$ cat src/pkg/sfcr_pkg.sv
package sfcr_pkg;
  // Configuration mode code selecting serial flash load
  localparam logic [2:0] MODE_SPI = 3'h1;
  // Variant codes
  localparam logic [2:0] VAR_FAST = 3'h7;
  localparam logic [2:0] VAR_PLAIN = 3'h5;
  localparam logic [2:0] VAR_ARRAY = 3'h6;
  // Read commands
  localparam logic [7:0] CMD_FAST = 8'h0b;
  localparam logic [7:0] CMD_PLAIN = 8'h03;
  localparam logic [7:0] CMD_ARRAY = 8'he8;
  // Dummy byte counts
  localparam logic [2:0] DUMMY_FAST = 3'h1;
  localparam logic [2:0] DUMMY_PLAIN = 3'h0;
  localparam logic [2:0] DUMMY_ARRAY = 3'h4;
  // Field layout of the outgoing header
  localparam int CMD_BITS = 8;
  localparam int ADDR_BITS = 24;
  localparam int HDR_BITS = CMD_BITS + ADDR_BITS;
  // Link clock half period in system clocks
  localparam logic [7:0] SCK_HALF_DEF = 8'h04;
  // Default value of the start address
  localparam logic [23:0] START_ADDR_DEF = 24'h000000;

  // Sampled straps
  typedef struct packed {
    logic [2:0] mode;
    logic [2:0] variant;
    logic pullup_disable;
  } sfcr_straps_t;

  // Flash pins, outputs from the device
  typedef struct packed {
    logic config_clock_out;
    logic flash_select_n;
    logic mosi;
  } sfcr_link_out_t;

  // Read setup decoded from variant
  typedef struct packed {
    logic valid;
    logic [7:0] cmd;
    logic [2:0] dummy;
  } sfcr_read_cfg_t;
endpackage

$ cat src/rtl/sfcr_loader.sv
// Summary of operation
// - Device generates link clock from internal oscillator
// - Variant chooses read command and dummy count
// - Variant 111: fast read, one dummy
// - Variant 101: plain read, no dummy
// - Variant 110: array read, four dummies
// - Pins wire to flash data, select, clock
// - Write-protect and hold never driven or used
// - Straps sampled when init indicator rises
// - Straps become user I/O after done
// - Pull-ups enabled while strap low, until done
// - Daisy-chain output actively driven during load
`timescale 1ns/100ps
`default_nettype none
module sfcr_loader
  import sfcr_pkg::*;
#(
  parameter logic [7:0] SCK_HALF = SCK_HALF_DEF,
  parameter logic [23:0] START_ADDR = START_ADDR_DEF,
  parameter int DATA_BITS = 32
) (
  // System
  input wire logic clk,
  input wire logic rst,
  // Init and completion
  input wire logic init_release,
  input wire logic load_done,
  output logic init_q,
  output logic done_q,
  output logic bad_variant_q,
  // Strap pins, raw from outside
  input wire logic [2:0] mode_strap,
  input wire logic [2:0] flash_variant_strap,
  input wire logic pullup_disable_strap,
  // Flash link
  input wire logic flash_miso,
  output var sfcr_link_out_t link_q,
  output logic daisy_out_q,
  // Configuration data stream
  output logic [7:0] data_byte_q,
  output logic data_valid_q,
  // I/O control
  output logic io_pullup_en,
  output logic straps_user_io,
  output var sfcr_straps_t straps_q
);
  typedef enum {ST_IDLE, ST_HDR, ST_DUMMY, ST_DATA, ST_END} sfcr_state_t;

  // Pin synchronisers
  logic [6:0] strap_m_q, strap_s_q;
  logic [1:0] miso_q, rel_q;
  always_ff @(posedge clk or posedge rst) begin
    if (rst) begin
      strap_m_q <= 7'h00;
      strap_s_q <= 7'h00;
      miso_q <= 2'h0;
      rel_q <= 2'h0;
    end else begin
      strap_m_q <= {mode_strap, flash_variant_strap, pullup_disable_strap};
      strap_s_q <= strap_m_q;
      miso_q <= {miso_q[0], flash_miso};
      rel_q <= {rel_q[0], init_release};
    end
  end

  sfcr_state_t st_q, st_d;
  logic [31:0] sh_q, sh_d;
  logic [5:0] bit_q, bit_d;
  logic [2:0] dum_q, dum_d;
  logic init_d, done_d, bad_d, vld_d, cs_n_d, mosi_d;
  logic [7:0] byte_d;
  sfcr_straps_t straps_d;
  sfcr_read_cfg_t rcfg;
  logic run, sck, rise, fall;

  // Link clock divider, runs only while selected
  assign run = (st_q == ST_HDR) || (st_q == ST_DUMMY) || (st_q == ST_DATA);
  sfcr_clk_gen #(.HALF(SCK_HALF)) u_clk (
    .clk(clk),
    .rst(rst),
    .run(run),
    .sck_q(sck),
    .rise(rise),
    .fall(fall)
  );

  // Variant decode; reserved codes refuse to start
  always_comb begin
    rcfg = '0;
    case (straps_q.variant)
      VAR_FAST: rcfg = '{1'b1, CMD_FAST, DUMMY_FAST};
      VAR_PLAIN: rcfg = '{1'b1, CMD_PLAIN, DUMMY_PLAIN};
      VAR_ARRAY: rcfg = '{1'b1, CMD_ARRAY, DUMMY_ARRAY};
      default: rcfg = '0;
    endcase
  end

  // Sequencer: MOSI changes on falling, flash data sampled on rising edge
  always_comb begin
    st_d = st_q;
    sh_d = sh_q;
    bit_d = bit_q;
    dum_d = dum_q;
    init_d = init_q;
    done_d = done_q;
    bad_d = bad_variant_q;
    vld_d = 1'b0;
    byte_d = data_byte_q;
    cs_n_d = link_q.flash_select_n;
    mosi_d = link_q.mosi;
    straps_d = straps_q;
    case (st_q)
      ST_IDLE: begin
        if (rel_q[1] && !init_q && !done_q) begin
          init_d = 1'b1;
          straps_d = strap_s_q;
        end else if (init_q && !done_q) begin
          if (straps_q.mode != MODE_SPI || !rcfg.valid) begin
            // Only a serial load can meet a reserved code; other modes just finish
            bad_d = (straps_q.mode == MODE_SPI);
            st_d = ST_END;
          end else begin
            sh_d = {rcfg.cmd, START_ADDR};
            mosi_d = rcfg.cmd[7];
            cs_n_d = 1'b0;
            bit_d = 6'h00;
            dum_d = rcfg.dummy;
            st_d = ST_HDR;
          end
        end
      end
      ST_HDR: begin
        if (fall) begin
          if (bit_q == 6'(HDR_BITS - 1)) begin
            bit_d = 6'h00;
            mosi_d = 1'b0;
            st_d = (dum_q == 3'h0) ? ST_DATA : ST_DUMMY;
          end else begin
            bit_d = bit_q + 6'h01;
            sh_d = {sh_q[30:0], 1'b0};
            mosi_d = sh_q[30];
          end
        end
      end
      ST_DUMMY: begin
        if (fall) begin
          if (bit_q == 6'h07) begin
            bit_d = 6'h00;
            dum_d = dum_q - 3'h1;
            if (dum_q == 3'h1) begin
              st_d = ST_DATA;
            end
          end else begin
            bit_d = bit_q + 6'h01;
          end
        end
      end
      ST_DATA: begin
        // End only in a low phase, so the last high pulse is never clipped
        if (load_done && !sck && !rise) begin
          cs_n_d = 1'b1;
          st_d = ST_END;
        end else if (rise) begin
          sh_d = {sh_q[30:0], miso_q[1]};
          if (bit_q[2:0] == 3'h7) begin
            byte_d = {sh_q[6:0], miso_q[1]};
            vld_d = 1'b1;
          end
          bit_d = {3'h0, bit_q[2:0] + 3'h1};
        end
      end
      ST_END: begin
        cs_n_d = 1'b1;
        done_d = !bad_variant_q;
      end
      default: st_d = ST_IDLE;
    endcase
  end

  always_ff @(posedge clk or posedge rst) begin
    if (rst) begin
      st_q <= ST_IDLE;
      sh_q <= 32'h0;
      bit_q <= 6'h00;
      dum_q <= 3'h0;
      init_q <= 1'b0;
      done_q <= 1'b0;
      bad_variant_q <= 1'b0;
      data_valid_q <= 1'b0;
      data_byte_q <= 8'h00;
      link_q <= '{1'b0, 1'b1, 1'b0};
      straps_q <= '0;
      daisy_out_q <= 1'b0;
    end else begin
      st_q <= st_d;
      sh_q <= sh_d;
      bit_q <= bit_d;
      dum_q <= dum_d;
      init_q <= init_d;
      done_q <= done_d;
      bad_variant_q <= bad_d;
      data_valid_q <= vld_d;
      data_byte_q <= byte_d;
      link_q <= '{sck, cs_n_d, mosi_d};
      straps_q <= straps_d;
      daisy_out_q <= 1'b1;
    end
  end

  // Pull-ups from reset until done; the strap is held steady by the board
  assign io_pullup_en = !done_q && !strap_s_q[0];
  assign straps_user_io = done_q;
  // No write-protect or hold port exists: the flash controls stay free
endmodule
`default_nettype wire

$ cat src/rtl/sfcr_clk_gen.sv
`timescale 1ns/100ps
`default_nettype none
module sfcr_clk_gen
  import sfcr_pkg::*;
#(
  parameter logic [7:0] HALF = SCK_HALF_DEF
) (
  // System
  input wire logic clk,
  input wire logic rst,
  // Control
  input wire logic run,
  // Link clock and edge strobes
  output logic sck_q,
  output logic rise,
  output logic fall
);
  logic [7:0] cnt_q, cnt_d;
  logic sck_d;
  logic wrap;

  // Divider from the internal clock; idles low when stopped
  assign wrap = (cnt_q == HALF - 8'h01);
  always_comb begin
    cnt_d = cnt_q;
    sck_d = sck_q;
    if (!run) begin
      cnt_d = 8'h00;
      sck_d = 1'b0;
    end else if (wrap) begin
      cnt_d = 8'h00;
      sck_d = ~sck_q;
    end else begin
      cnt_d = cnt_q + 8'h01;
    end
  end
  assign rise = run && wrap && !sck_q;
  assign fall = run && wrap && sck_q;

  always_ff @(posedge clk or posedge rst) begin
    if (rst) begin
      cnt_q <= 8'h00;
      sck_q <= 1'b0;
    end else begin
      cnt_q <= cnt_d;
      sck_q <= sck_d;
    end
  end
endmodule
`default_nettype wire

$ cat config.mk
export PLATFORM = sky130hd
export DESIGN_NAME = sfcr_loader
export DESIGN_NICKNAME = d
export VERILOG_FILES = /design/src/pkg/sfcr_pkg.sv /design/src/rtl/sfcr_loader.sv /design/src/rtl/sfcr_clk_gen.sv
export SDC_FILE = /design/constraint.sdc
export NUM_CORES = 1
export LEC_CHECK = 0
export ABC_AREA = 1
export BUFFER_PORTS_ARGS = -buffer_cell sky130_fd_sc_hd__buf_2
export CAP_MARGIN = 15
export CORE_MARGIN = 2
export CORE_UTILIZATION = 41
export DETAILED_ROUTE_END_ITERATION = 10
export GPL_TIMING_DRIVEN = 0
export HOLD_SLACK_MARGIN = 0.15
export SKIP_LAST_GASP = 1
export SLEW_MARGIN = 0
export SYNTH_ARGS = -nofsm -noshare
export SYNTH_HDL_FRONTEND = slang
export SYNTH_HIERARCHICAL = 1
export SYNTH_SLANG_ARGS = --single-unit
$ cat constraint.sdc
create_clock -name clk -period 2.7 [get_ports clk]
set_input_delay 0.405 -clock clk [delete_from_list [all_inputs] [get_ports clk]]
set_output_delay 0.405 -clock clk [all_outputs]
set_load 0.02 [all_outputs]
== Yosys cells after proc, flatten, opt, wreduce, memory -nomap -nowiden ==
Cells that the tools add are included.

* Bits in registers: 122
* Bits in latches: 0
* RAM bits: 0
* Bits in read-only memories: 0
* Output and inout port bits: 25
* Word-level logic and storage cells: 150
* Memories kept: 0

* $add $sub $neg: 4
* $mul: 0
* Divide/modulo/power cells: 0
* Magnitude comparators: 0
* Equality and inequality tests: 30
* Shifts and indexed selects: 0
* Mux-type cells: 55
* Bitwise gates (word level): 4
* Reduce and logical (&&, ||, !) cells: 35

{| class="wikitable"
|+ Operators with widths
! cell !! number
|-
| 2-to-1 mux 32 bit || 8
|-
| 2-to-1 mux 31 bit || 7
|-
| case mux 32 bit (5 select lines) || 1
|-
| == test 32 x 2 -> 1 bit (second input constant) || 3
|-
| == test 32 x 3 -> 1 bit (second input constant) || 3
|-
| case mux 31 bit (3 select lines) || 1
|-
| 2-to-1 mux 6 bit || 9
|-
| case mux 12 bit (3 select lines) || 1
|-
| == test 32 x 1 -> 1 bit (second input constant) || 1
|-
| logical NOT 32 bit || 1
|-
| inequality test 2 bit (second input constant) || 13
|-
| case mux 6 bit (4 select lines) || 1
|-
| 2-to-1 mux 3 bit || 6
|-
| 2-to-1 mux 1 bit || 16
|-
| 2-to-1 mux 8 bit || 2
|-
| AND reduction 8 bit || 2
|-
| == test 3 bit (second input constant) || 4
|-
| AND reduction 5 bit || 2
|-
| logical AND 1 bit || 9
|-
| AND reduction 9 bit || 1
|-
| adder 8 x 1 -> 8 bit (second input constant) || 1
|-
| == test 8 x 2 -> 1 bit (second input constant) || 1
|-
| AND reduction 4 bit || 2
|-
| logical NOT 1 bit || 7
|-
| other kinds (18) || 26
|}

== Logic depth before layout (Yosys ltp) ==
Gate-level depths: netlist of run 1.

* Depth after elaboration: 9
* Gate-level depth with buffers: 13
* Gate-level depth less buffers: 13

== Cells and area by module ==
Netlist of run 1, hierarchy kept.

{| class="wikitable"
|+ Modules (own cells, without submodules)
! module !! instances !! cells an instance !! area an instance (sq um) !! sequential area each (sq um)
|-
| sfcr_loader || 1 || 479 || 4000.1 || 2103.3
|-
| sfcr_clk_gen || 1 || 71 || 511.7 || 225.2
|}

== Least setup slack after synthesis of run 1 ==
Ideal clock, no wire load.

* Path kind: register to register
* From: reg st_q[1]
* To: reg sh_q[7]
* Data arrival time: 1795 ps
* Required time: 2585 ps
* Slack: 790 ps
* Cell stages (with the launch flop): 14
* Buffers on the path: 2
* Cell sequence: dfrtp_1 -> buf_6 -> nor2_1 -> nor2_1 -> nand3_1 -> nor2_1 -> inv_1 -> nand2_1 -> nand2_1 -> nor2_1 -> nand3_2 -> buf_8 -> nand2_2 -> nand2_2

* Cells in the longest elaborated chain, start to end: 9

{| class="wikitable"
|+ Ends and longest elaborated chain
! element !! RTL line !! text
|-
| start: declaration || sfcr_loader.sv:66 || <nowiki>sfcr_state_t st_q, st_d;</nowiki>
|-
| start signal: assignment || sfcr_loader.sv:195 || <nowiki>st_q <= st_d;</nowiki>
|-
| == test 32 x 2 -> 1 bit or == test 32 x 3 -> 1 bit (tied branches) || sfcr_loader.sv:77 || <nowiki>assign run = (st_q == ST_HDR) || (st_q == ST_DUMMY) || (st_q == ST_DATA);</nowiki>
|-
| logical OR 1 bit || sfcr_loader.sv:77 ||
|-
| logical OR 1 bit * || sfcr_loader.sv:77 ||
|-
| via run || sfcr_loader.sv:74 || <nowiki>logic run, sck, rise, fall;</nowiki>
|-
| logical AND 1 bit * (2 in a row) || sfcr_clk_gen.sv:37 || <nowiki>assign rise = run && wrap && !sck_q;</nowiki>
|-
| via rise || sfcr_loader.sv:74 ||
|-
| logical NOT 1 bit || sfcr_loader.sv:160 || <nowiki>if (load_done && !sck && !rise) begin</nowiki>
|-
| logical AND 1 bit || sfcr_loader.sv:160 ||
|-
| inequality test 2 bit (no source line) || - ||
|-
| AND reduction 8 bit (no source line) * || - ||
|-
| end signal: assignment || sfcr_loader.sv:183 || <nowiki>sh_q <= 32'h0;</nowiki>
|-
| end signal: assignment || sfcr_loader.sv:196 || <nowiki>sh_q <= sh_d;</nowiki>
|-
| end: declaration || sfcr_loader.sv:67 || <nowiki>logic [31:0] sh_q, sh_d;</nowiki>
|}

The timed path passes the listed nets; every way through them passes the cells marked *.
A chain may end at the register's enable or synchronous reset.

== Final worst setup path of run 1 ==
* From: reg st_q[1]
* To: reg sh_q[12]

The elaborated chain is that of the path after synthesis.

==> flow_summary.ini, run 1 <==
[outcome]
status = complete, no violations

[pwr]
peakVddDrop_mv = 0.313
p_leak_nw = 2.54
power.density_nw_per_um2 = 462

[global_route]
grt_pass1_vias = 3201
grt_pass1_wl_mm = 14.8
grt_usage_pct = 15.9
grt_overflow = 0
grt_max_degree = 48
antenna_found_initial = 0

[route]
avgViaCountPerCell = 4.59
vias = 3450
first_pass_iters = 4
routed_wl_mm = 8.54
wl_per_cell_um = 11.4
drtIter0Drc = 205
drcViolationCount = 0
antenna_left = 0

[yosys]
synth_seq_cells = 93
synth_edf_count = 0
synth_cell_type_count = 35
synthTopCellsByArea = dfrtp_1 (51%), nand2_1 (16%), inv_1 (5.2%)
synth_top_cell_by_area = dfrtp_1
syn-instance-count = 550
synth_ff_type = dfrtp_1
ys_warn_count = 6
synth_top_area_share_pct = 51.0
syn_avg_cell_area_um2 = 8.20
async_flop_share_pct = 100
syn_area_um2 = 4510
ys_seq_area_share_pct = 51.6
syn_nets = 569

[cts]
clk_transition_reported_paths_ps = 90
insertion_delay_ps = 360
cts_setup_buffers = 0
clockBufferDepth = 2
cts_resized = 0
numClockSinks = 93
cts_tree = yes
numCtsBuffers = 9
htreeDepth = 3
postCtsHoldBufs = 10
cts_root_buf = clkbuf_8

[critical_path]
worst-endpoint-arrival_ps = 2590
crit_family = simple AND/OR/NAND/NOR gates
worstSetupStartpointType = flip-flop
required_ps = 2950
critPathBufInv = 3
r2r_slack_ps = 350
slowest_stage = dfrtp_1
rr_startpoint = st_q[1]$_DFFE_PP0P_
slowest_delay_ps = 350
critical_path_class = flip-flop to flip-flop
r2r_cells = 13
end_kind = flip-flop
path_cells = buf_6, nor2_1, nor2_1, nand3_1, nor2_1, inv_1, nand2_1, nand2_1, nor2_1, nand3_2, buf_8, nand2_2, nand2_1
r2r-end = sh_q[12]$_DFFE_PP0P_
cp_max_fo = 10
cpMostUsedCell = nor2_1
crit_end = sh_q[12]$_DFFE_PP0P_
crit_cells = 13
critPathLaunch = st_q[1]$_DFFE_PP0P_

[die]
initial_core_util_pct = 41.8
ios = 37
coreArea_um2 = 10800
die_w_um = 109
die_height_um = 109
die-area_um2 = 11900
rows = 38

[placement]
portBuffers = 36
dp_slack_ps = 351
globalplace.congestion = 0.866
dpl.hpwl_mm = 6.08
place_area_um2 = 4900

[worst_hold_path]
min_path_type = flip-flop to flip-flop

[cells_and_area]
final_layout_size_suffix_gt1_share_pct = 18.3
area_growth_pct = 15.1
final_cell_area_um2 = 5190
nets = 627
antenna_cells = 0
num-fill-cells = 1025

[timing]
timing.hold.ws_ps = 351
min_period_over_period_pct = 86.9
setup_viol = 0
fin_ws_ps = 355
rsz0062_at_grt = false
drv_slew = 0
skew_ps = 12.2
min_period_ps = 2350
finalSetupTns_ps = 0
hold_viol = 0
fmax_mhz = 426

[job]
drv_cap = 0
==> how the worst min path moves through the flow <==
stage | slack, ps | start | endpoint | depth (start not counted)
finish | 350 | strap_m_q[6]$_DFF_PP0_ | strap_s_q[6]$_DFF_PP0_ | 0
global route | 360 | strap_m_q[4]$_DFF_PP0_ | strap_s_q[4]$_DFF_PP0_ | 0
detailed placement | 330 | strap_m_q[5]$_DFF_PP0_ | strap_s_q[5]$_DFF_PP0_ | 0
global placement | 330 | strap_m_q[2]$_DFF_PP0_ | strap_s_q[2]$_DFF_PP0_ | 0
CTS | 350 | strap_m_q[5]$_DFF_PP0_ | strap_s_q[5]$_DFF_PP0_ | 0
floorplan | 230 | rst | u_clk/cnt_q[0]$_DFF_PP0_ | 1
==> routing by layer <==
metal | track usage [%] | up-vias | share of wire (%)
met4 | 5.86 | 0 | 1.1
met1 | 22.5 | 1583 | 50
met2 | 24.0 | 60 | 44
met5 | 0 | - | 0
met3 | 3.65 | 8 | 4.1
li1 | - | 1799 | -
==> cell usage in the layout (no fill, tap or decap), drive strengths merged <==
cell type	n
ha	7
o22ai	1
nand4	6
clkinv	1
a21oi	7
inv	66
conb	1
nand2	213
nor2	74
dfstp	1
or2	1
o211ai	1
buf	48
bufinv	1
nor3	1
nor3b	1
o21ai	23
xor2	4
nand3	36
clkinvlp	1
clkbuf	14
dlygate4sd3	10
xnor2	1
dfrtp	92
==> final cells by class <==
cell class                 instances  area [µm²]  share of cell area (%)
timing repair buffer              47         308                    5.92
tap                              140         175                    3.37
inverter                          66         258                    4.96
clock buffer                      11         151                    2.91
multi-input combinational        377        1810                    34.8
clock inverter                     3        46.3                   0.891
sequential                        93        2330                    44.8
buffer                            14         120                    2.31
==> power by group <==
part | total (mW) | switching, mW | leakage (nW) | internal [mW]
registers | 1.41 | 0.00378 | 1.24 | 1.41
logic | 0.0547 | 0.0339 | 1.20 | 0.0208
clock network | 0.934 | 0.464 | 0.0975 | 0.470
==> kinds of logic after synthesis <==
logic type / after synthesis / share of synthesized area, %
xor+xnor: 5 / 0.971
simple gates: 332 / 33.1
buf+inv: 80 / 8.32
fa+ha+maj: 7 / 1.94
flops: 93 / 51.6
compound gates: 32 / 3.97
other cells: 1 / 0.0831
==> sequential cells by signal, indices dropped and copies added (netlist names) <==
| signal | cells |
|---|---|
| miso_q | 2 |
| straps_q | 7 |
| strap_s_q | 7 |
| u_clk/sck_q | 1 |
| strap_m_q | 7 |
| data_byte_q | 8 |
| bad_variant_q | 1 |
| rel_q | 2 |
| data_valid_q | 1 |
| init_q | 1 |
| sh_q | 31 |
| dum_q | 3 |
| done_q | 1 |
| u_clk/cnt_q | 8 |
| link_q | 3 |
| daisy_out_q | 1 |
| st_q | 3 |
| bit_q | 6 |
==> stage by stage <==
stage          cells  total power, mW  utilization [%]
2_1_floorplan    550             1.46                -
3_3_place_gp     726             1.48             45.1
3_5_place_dp     727             1.48             45.4
4_1_cts          751             2.44             48.1
5_1_grt          751             2.50             48.1
6_report         751             2.40             48.1
==> cell usage after synthesis, types with 6 or more instances <==
cell     number
nand2_1     189
dfrtp_1      92
inv_1        62
nor2_1       62
nand3_1      31
nand2_2      20
o21ai_0      16
ha_1          7
nor2_2        7
a21oi_1       6
nand4_1       6
o21ai_1       6
No activity file was read; power rests on OpenSTA's default activity.
==> run 2, diff against run 1 <==
==> constraint.sdc (replaced) <==
create_clock -name clk -period 2.48 [get_ports clk]
set_input_delay 0.496 -clock clk [delete_from_list [all_inputs] [get_ports clk]]
set_output_delay 0.496 -clock clk [all_outputs]
set_load 0.02 [all_outputs]
==> run 2 against run 1 <==
  * Non-clock buffer count fell by 8
  * Die area did not move
  * Fmax rose by 9.1%
  * Highest routed layer unchanged
  * Sequential cell count did not move
  * Clock-buffer cell count did not move
  * Via count fell by 0.96%
  * Sequential power rose by 9%
==> flow_summary.ini, run 2 (same netlist as run 1, synthesis figures left out) <==
[timing]
min_period_ps = 2150
fin_ws_ps = 331
fmax_mhz = 465
drv_slew = 0
setup_viol = 0
skew_ps = 10.7
rsz0062_at_grt = false
hold_viol = 0
finalSetupTns_ps = 0
min_period_over_period_pct = 86.7

[die]
coreArea_um2 = 10800
die-area_um2 = 11900
die_height_um = 109
die_w_um = 109
ios = 37
rows = 38
initial_core_util_pct = 41.8

[critical_path]
end_kind = flip-flop
cp_max_fo = 10
worstSetupStartpointType = flip-flop
worst-endpoint-arrival_ps = 2390
rr_startpoint = u_clk/cnt_q[0]$_DFF_PP0_
critPathLaunch = u_clk/cnt_q[0]$_DFF_PP0_
critical_path_class = flip-flop to flip-flop
required_ps = 2730

[global_route]
antenna_found_initial = 0
grt_overflow = 0
gr-usage-met3_pct = 4.36
grt_pass1_vias = 3253
busiest_layer = met2
grt_max_degree = 42
grt_pass1_wl_mm = 15.1
use_met2_pct = 25.1
grt_usage_pct = 16.4
grt_util_met1_pct = 22.4

[placement]
portBuffers = 36
globalplace.congestion = 0.863
dp_slack_ps = 163
dpl.hpwl_mm = 6.25

[cts]
numClockSinks = 93
insertion_delay_ps = 360
htreeDepth = 3
numCtsBuffers = 9
cts_setup_buffers = 0
cts_root_buf = clkbuf_8
cts_tree = yes
clockBufferDepth = 2
clk_transition_reported_paths_ps = 90

[route]
vias = 3417
first_pass_iters = 5
routed_wl_mm = 8.62
avgViaCountPerCell = 4.60
antenna_left = 0
drtIter0Drc = 141
drcViolationCount = 0
wl_per_cell_um = 11.6

[cells_and_area]
num-fill-cells = 1037
area_growth_pct = 13.4
layout_common_cells = nand2_1 (189), dfrtp_1 (92), inv_1 (61)
final_common_cell = nand2_1
nets = 619
top_regs = sh_q: 31 flops, data_byte_q: 8 flops, u_clk/cnt_q: 8 flops
antenna_cells = 0
final_layout_size_suffix_gt1_share_pct = 18.9
largest_register_ffs = 31
top_register = sh_q

[worst_hold_path]
min_from = flash_variant_strap[2]
min_path_type = primary input to flip-flop

[pwr]
p_leak_nw = 2.50
peakVddDrop_mv = 0.359
power.density_nw_per_um2 = 507

[outcome]
status = complete, no violations

[job]
drv_cap = 0
run 2: cell count changes in the layout (fill, tap and decap cells not counted):
cell           before  now
buf_12              0    2
buf_16              1    0
inv_4               2    1
clkinv_4            1    2
clkbuf_8           11   10
nor2_2              7    9
dlygate4sd3_1      10    1
nor2_1             62   60
clkbuf_1            3    4
run 2: final timing paths:
kind / end / depth (start not counted) / slack [ps]
setup / recovery: sh_q[14]$_DFFE_PP0P_ / 13 / 330
hold / removal: strap_m_q[3]$_DFF_PP0_ / 1 / 230
setup reg to reg: sh_q[14]$_DFFE_PP0P_ / 13 / 330
hold reg to reg: strap_s_q[2]$_DFF_PP0_ / 0 / 350
max in group asynchronous: link_q[1]$_DFFE_PP1P_ / 4 / 1320
min in group asynchronous: link_q[0]$_DFFE_PP0P_ / 3 / 640
run 2: what timing repair did:
action,in CTS,in global routing
gates resized for setup,0,2
endpoints found under the hold margin,15,0
hold buffers,1,0
setup endpoints to repair,0,37
run 2: area by class of cell:
type / count / area [µm²] / area share, %
sequential: 93 / 2330 / 45.5
multi-input combinational: 377 / 1810 / 35.4
inverter: 66 / 259 / 5.06
timing repair buffer: 39 / 230 / 4.50
tap: 140 / 175 / 3.42
clock buffer: 11 / 141 / 2.76
buffer: 14 / 120 / 2.35
clock inverter: 3 / 47.5 / 0.930
run 2: worst max-delay path: stages (launching register included):
cell	delay (ps)
dfrtp_1	430
ha_1	230
nand2_1	70
nor2_1	130
nand3_1	120
nor2_2	240
inv_1	70
nand2_1	100
nand2_1	60
nor2_1	130
nand3_2	160
buf_8	200
nand2_2	50
nand2_1	50
run 2: power breakdown:
part / switching, mW / internal, mW
combinational: 0.0360 / 0.0153
clock: 0.520 / 0.487
sequential: 0.00418 / 1.53
run 2: metal layers:
metal	wire [µm]	part of all wire (%)
met5	0	0
met4	98	1.1
met3	327	3.8
met2	3860	45
met1	4340	50
run 2: through the flow:
step | instance area (µm²) | power [mW] | instances | hold slack (ps) | utilization, %
finish | 5110 | 2.59 | 743 | 233 | 47.4
global route | 5110 | 2.70 | 743 | 209 | 47.4
detailed placement | 4910 | 1.62 | 728 | 337 | 45.5
CTS | 5110 | 2.63 | 743 | 215 | 47.3
global placement | 4870 | 1.61 | 726 | 332 | 45.1
floorplan | 4520 | 1.59 | 550 | 324 | -
==> run 3, diff against run 2 <==
--- a/config.mk
+++ b/config.mk
@@ -10,6 +10,7 @@
 export CAP_MARGIN = 15
 export CORE_MARGIN = 2
 export CORE_UTILIZATION = 41
+export CTS_CLUSTER_SIZE = 10
 export DETAILED_ROUTE_END_ITERATION = 10
 export GPL_TIMING_DRIVEN = 0
 export HOLD_SLACK_MARGIN = 0.15
@@ -17,5 +18,4 @@
 export SLEW_MARGIN = 0
 export SYNTH_ARGS = -nofsm -noshare
 export SYNTH_HDL_FRONTEND = slang
-export SYNTH_HIERARCHICAL = 1
 export SYNTH_SLANG_ARGS = --single-unit
==> run 3 against run 2 <==
  * Critical path type unchanged
  * Wire length fell by 5.4%
  * Sequential share of layout area rose by 2.9 points
  * Critical path depth fell by 4
  * Sequential cell count did not move
  * Clock skew fell by 1.8 ps
  * Die area fell by 6.0%
  * Highest routed layer unchanged
  * First-iteration DRC count rose by 15%
  * Critical endpoint is now sh_q[8]$_DFFE_PP0P_
  * Synthesized cell count fell by 12%
  * Setup slack improved by 230 ps
==> flow_summary.ini, run 3 <==
[pwr]
peakVddDrop_mv = 0.326
p_int_mw = 1.97
p_seq_share_pct = 60.1
power_frac_clock_pct = 38.0
switchingPower_mw = 0.582
p_leak_nw = 2.45
switching_share_pct = 22.8
power.density_nw_per_um2 = 530
p_comb_share_pct = 1.9
design_power_total_mw = 2.55

[global_route]
grt_usage_pct = 16.3
grt_pass1_wl_mm = 14.7
antenna_found_initial = 0
grt_pass1_vias = 3221
grt_overflow = 0
grt_max_degree = 36

[timing]
min_period_ps = 1920
tightest_slew_ps = 792
fmax_mhz = 520
min_period_over_period_pct = 77.6
drv_slew = 0
fin_ws_ps = 557
hold_viol = 0
finalSetupTns_ps = 0
timing.hold.ws_ps = 238
skew_ps = 8.95
setup_viol = 0
rsz0062_at_grt = false
slew_headroom_pct = 47.1

[cells_and_area]
final_layout_size_suffix_gt1_share_pct = 18.1
final_common_cell = nand2_1
nets = 549
fin_cells = 672
largest_register_ffs = 31
top_regs = sh_q: 31 flops, data_byte_q: 8 flops, u_clk.cnt_q: 8 flops
top_register = sh_q
layout_common_cells = nand2_1 (160), dfrtp_1 (92), nor2_1 (45)
num-fill-cells = 1019
antenna_cells = 0
area_growth_pct = 13.7

[route]
vias = 3228
routed_wl_mm = 8.16
drtIter0Drc = 162
drcViolationCount = 0
antenna_left = 0
first_pass_iters = 5
wl_per_cell_um = 12.1
avgViaCountPerCell = 4.80

[yosys]
syn_area_um2 = 4230
async_flop_share_pct = 100
ys_warn_count = 0
synth_top_area_share_pct = 54.4
syn_avg_cell_area_um2 = 8.78
synth_ff_type = dfrtp_1
synth_cell_type_count = 35
ys_seq_area_share_pct = 55.0
synth.most_common_cell = nand2_1
synthTopCellsByArea = dfrtp_1 (54%), nand2_1 (14%), nand3_1 (4.1%)
synth_edf_count = 0
synth_seq_cells = 93
synth_top_cell_by_area = dfrtp_1
syn-instance-count = 482
synth_commonest_cells = nand2_1 (160), dfrtp_1 (92), nor2_1 (45)
syn_nets = 500

[critical_path]
slowest_stage = dfrtp_1
cp_max_fo = 10
required_ps = 2730
path_cells = nor3_1, nand2_1, o21ai_4, nand2_2, nor2_8, nand2_2, buf_6, nand2_1, nand2_1
slowest_delay_ps = 410
worstSetupStartpointType = flip-flop
critical_path_class = flip-flop to flip-flop
end_kind = flip-flop
critPathBufInv = 1
crit_family = simple AND/OR/NAND/NOR gates
worst-endpoint-arrival_ps = 2170
cpMostUsedCell = nand2_1

[die]
die_height_um = 106
ios = 37
initial_core_util_pct = 41.5
die_w_um = 106
rows = 37
die-area_um2 = 11100
coreArea_um2 = 10200

[cts]
htreeDepth = 3
cts_resized = 0
postCtsHoldBufs = 0
numClockSinks = 93
insertion_delay_ps = 360
cts_tree = yes
cts_root_buf = clkbuf_8
clockBufferDepth = 2
cts_setup_buffers = 0
clk_transition_reported_paths_ps = 90
numCtsBuffers = 9

[placement]
globalplace.congestion = 0.815
dp_cells = 656
dp_slack_ps = 563
portBuffers = 36
dpl.hpwl_mm = 5.91

[job]
drv_cap = 0

[outcome]
status = complete, no violations

[worst_hold_path]
min_path_type = primary input to flip-flop
run 3: cell count changes after synthesis, sizes merged, moves of 2 or more:
| cell | change |
|---|---|
| inv | -23 |
| mux2 | +6 |
| nand2 | -50 |
| nand3b | +18 |
| nor2 | -22 |
| nor3 | +2 |
run 3: layout make-up:
class | instances | area, µm² | share of cell area [%]
sequential | 93 | 2330 | 48.4
multi-input combinational | 332 | 1640 | 34.1
timing repair buffer | 38 | 220 | 4.58
tap | 136 | 170 | 3.54
inverter | 43 | 165 | 3.43
clock buffer | 12 | 155 | 3.22
buffer | 14 | 103 | 2.13
clock inverter | 4 | 31.3 | 0.650
run 3: worst paths after layout:
path | from | endpoint | slack (ps) | depth (start not counted)
setup reg to reg | straps_q[5]$_DFFE_PP0P_ | sh_q[8]$_DFFE_PP0P_ | 560 | 9
max in group asynchronous | rst | link_q[1]$_DFFE_PP1P_ | 1540 | 3
setup / recovery | straps_q[5]$_DFFE_PP0P_ | sh_q[8]$_DFFE_PP0P_ | 560 | 9
hold / removal | pullup_disable_strap | strap_m_q[0]$_DFF_PP0_ | 240 | 1
min in group asynchronous | rst | strap_m_q[1]$_DFF_PP0_ | 270 | 2
hold reg to reg | strap_m_q[2]$_DFF_PP0_ | strap_s_q[2]$_DFF_PP0_ | 350 | 0
run 3: worst reg2reg max path: stages (launching register included):
cell,delay (ps)
dfrtp_1,410
nor3_1,270
nand2_1,180
o21ai_4,260
nand2_2,130
nor2_8,180
nand2_2,130
buf_6,160
nand2_1,60
nand2_1,50
run 3: routing by layer:
| metal | vias up | global-route usage, % | part of all wire (%) |
|---|---|---|---|
| met5 | - | 0 | 0 |
| met4 | 0 | 5.17 | 1.3 |
| met3 | 8 | 4.02 | 3.8 |
| met2 | 44 | 25.9 | 46 |
| met1 | 1557 | 21.9 | 49 |
| li1 | 1619 | - | - |
run 3: stage by stage:
step                cell area, µm²  utilization [%]
floorplan                     4240                -
global placement              4590             45.0
detailed placement            4630             45.4
CTS                           4810             47.2
global route                  4810             47.2
finish                        4810             47.2
run 3: logic make-up after synthesis:
kind of cell,share of synthesized area [%]
fa+ha+maj,1.77
simple gates,29.6
flops,55.0
buf+inv,6.24
other cells,0.0886
compound gates,4.26
mux,1.60
xor+xnor,1.45
run 3: power groups by stage:
| stage | Clock, mW | Combinational (mW) | Sequential [mW] |
|---|---|---|---|
| 3_3_place_gp | 0 | 0.0437 | 1.56 |
| 4_1_cts | 1.00 | 0.0517 | 1.53 |
| 2_1_floorplan | 0 | 0.0237 | 1.56 |
| 3_5_place_dp | 0 | 0.0516 | 1.56 |
| 6_report | 0.969 | 0.0483 | 1.53 |
| 5_1_grt | 1.07 | 0.0571 | 1.54 |
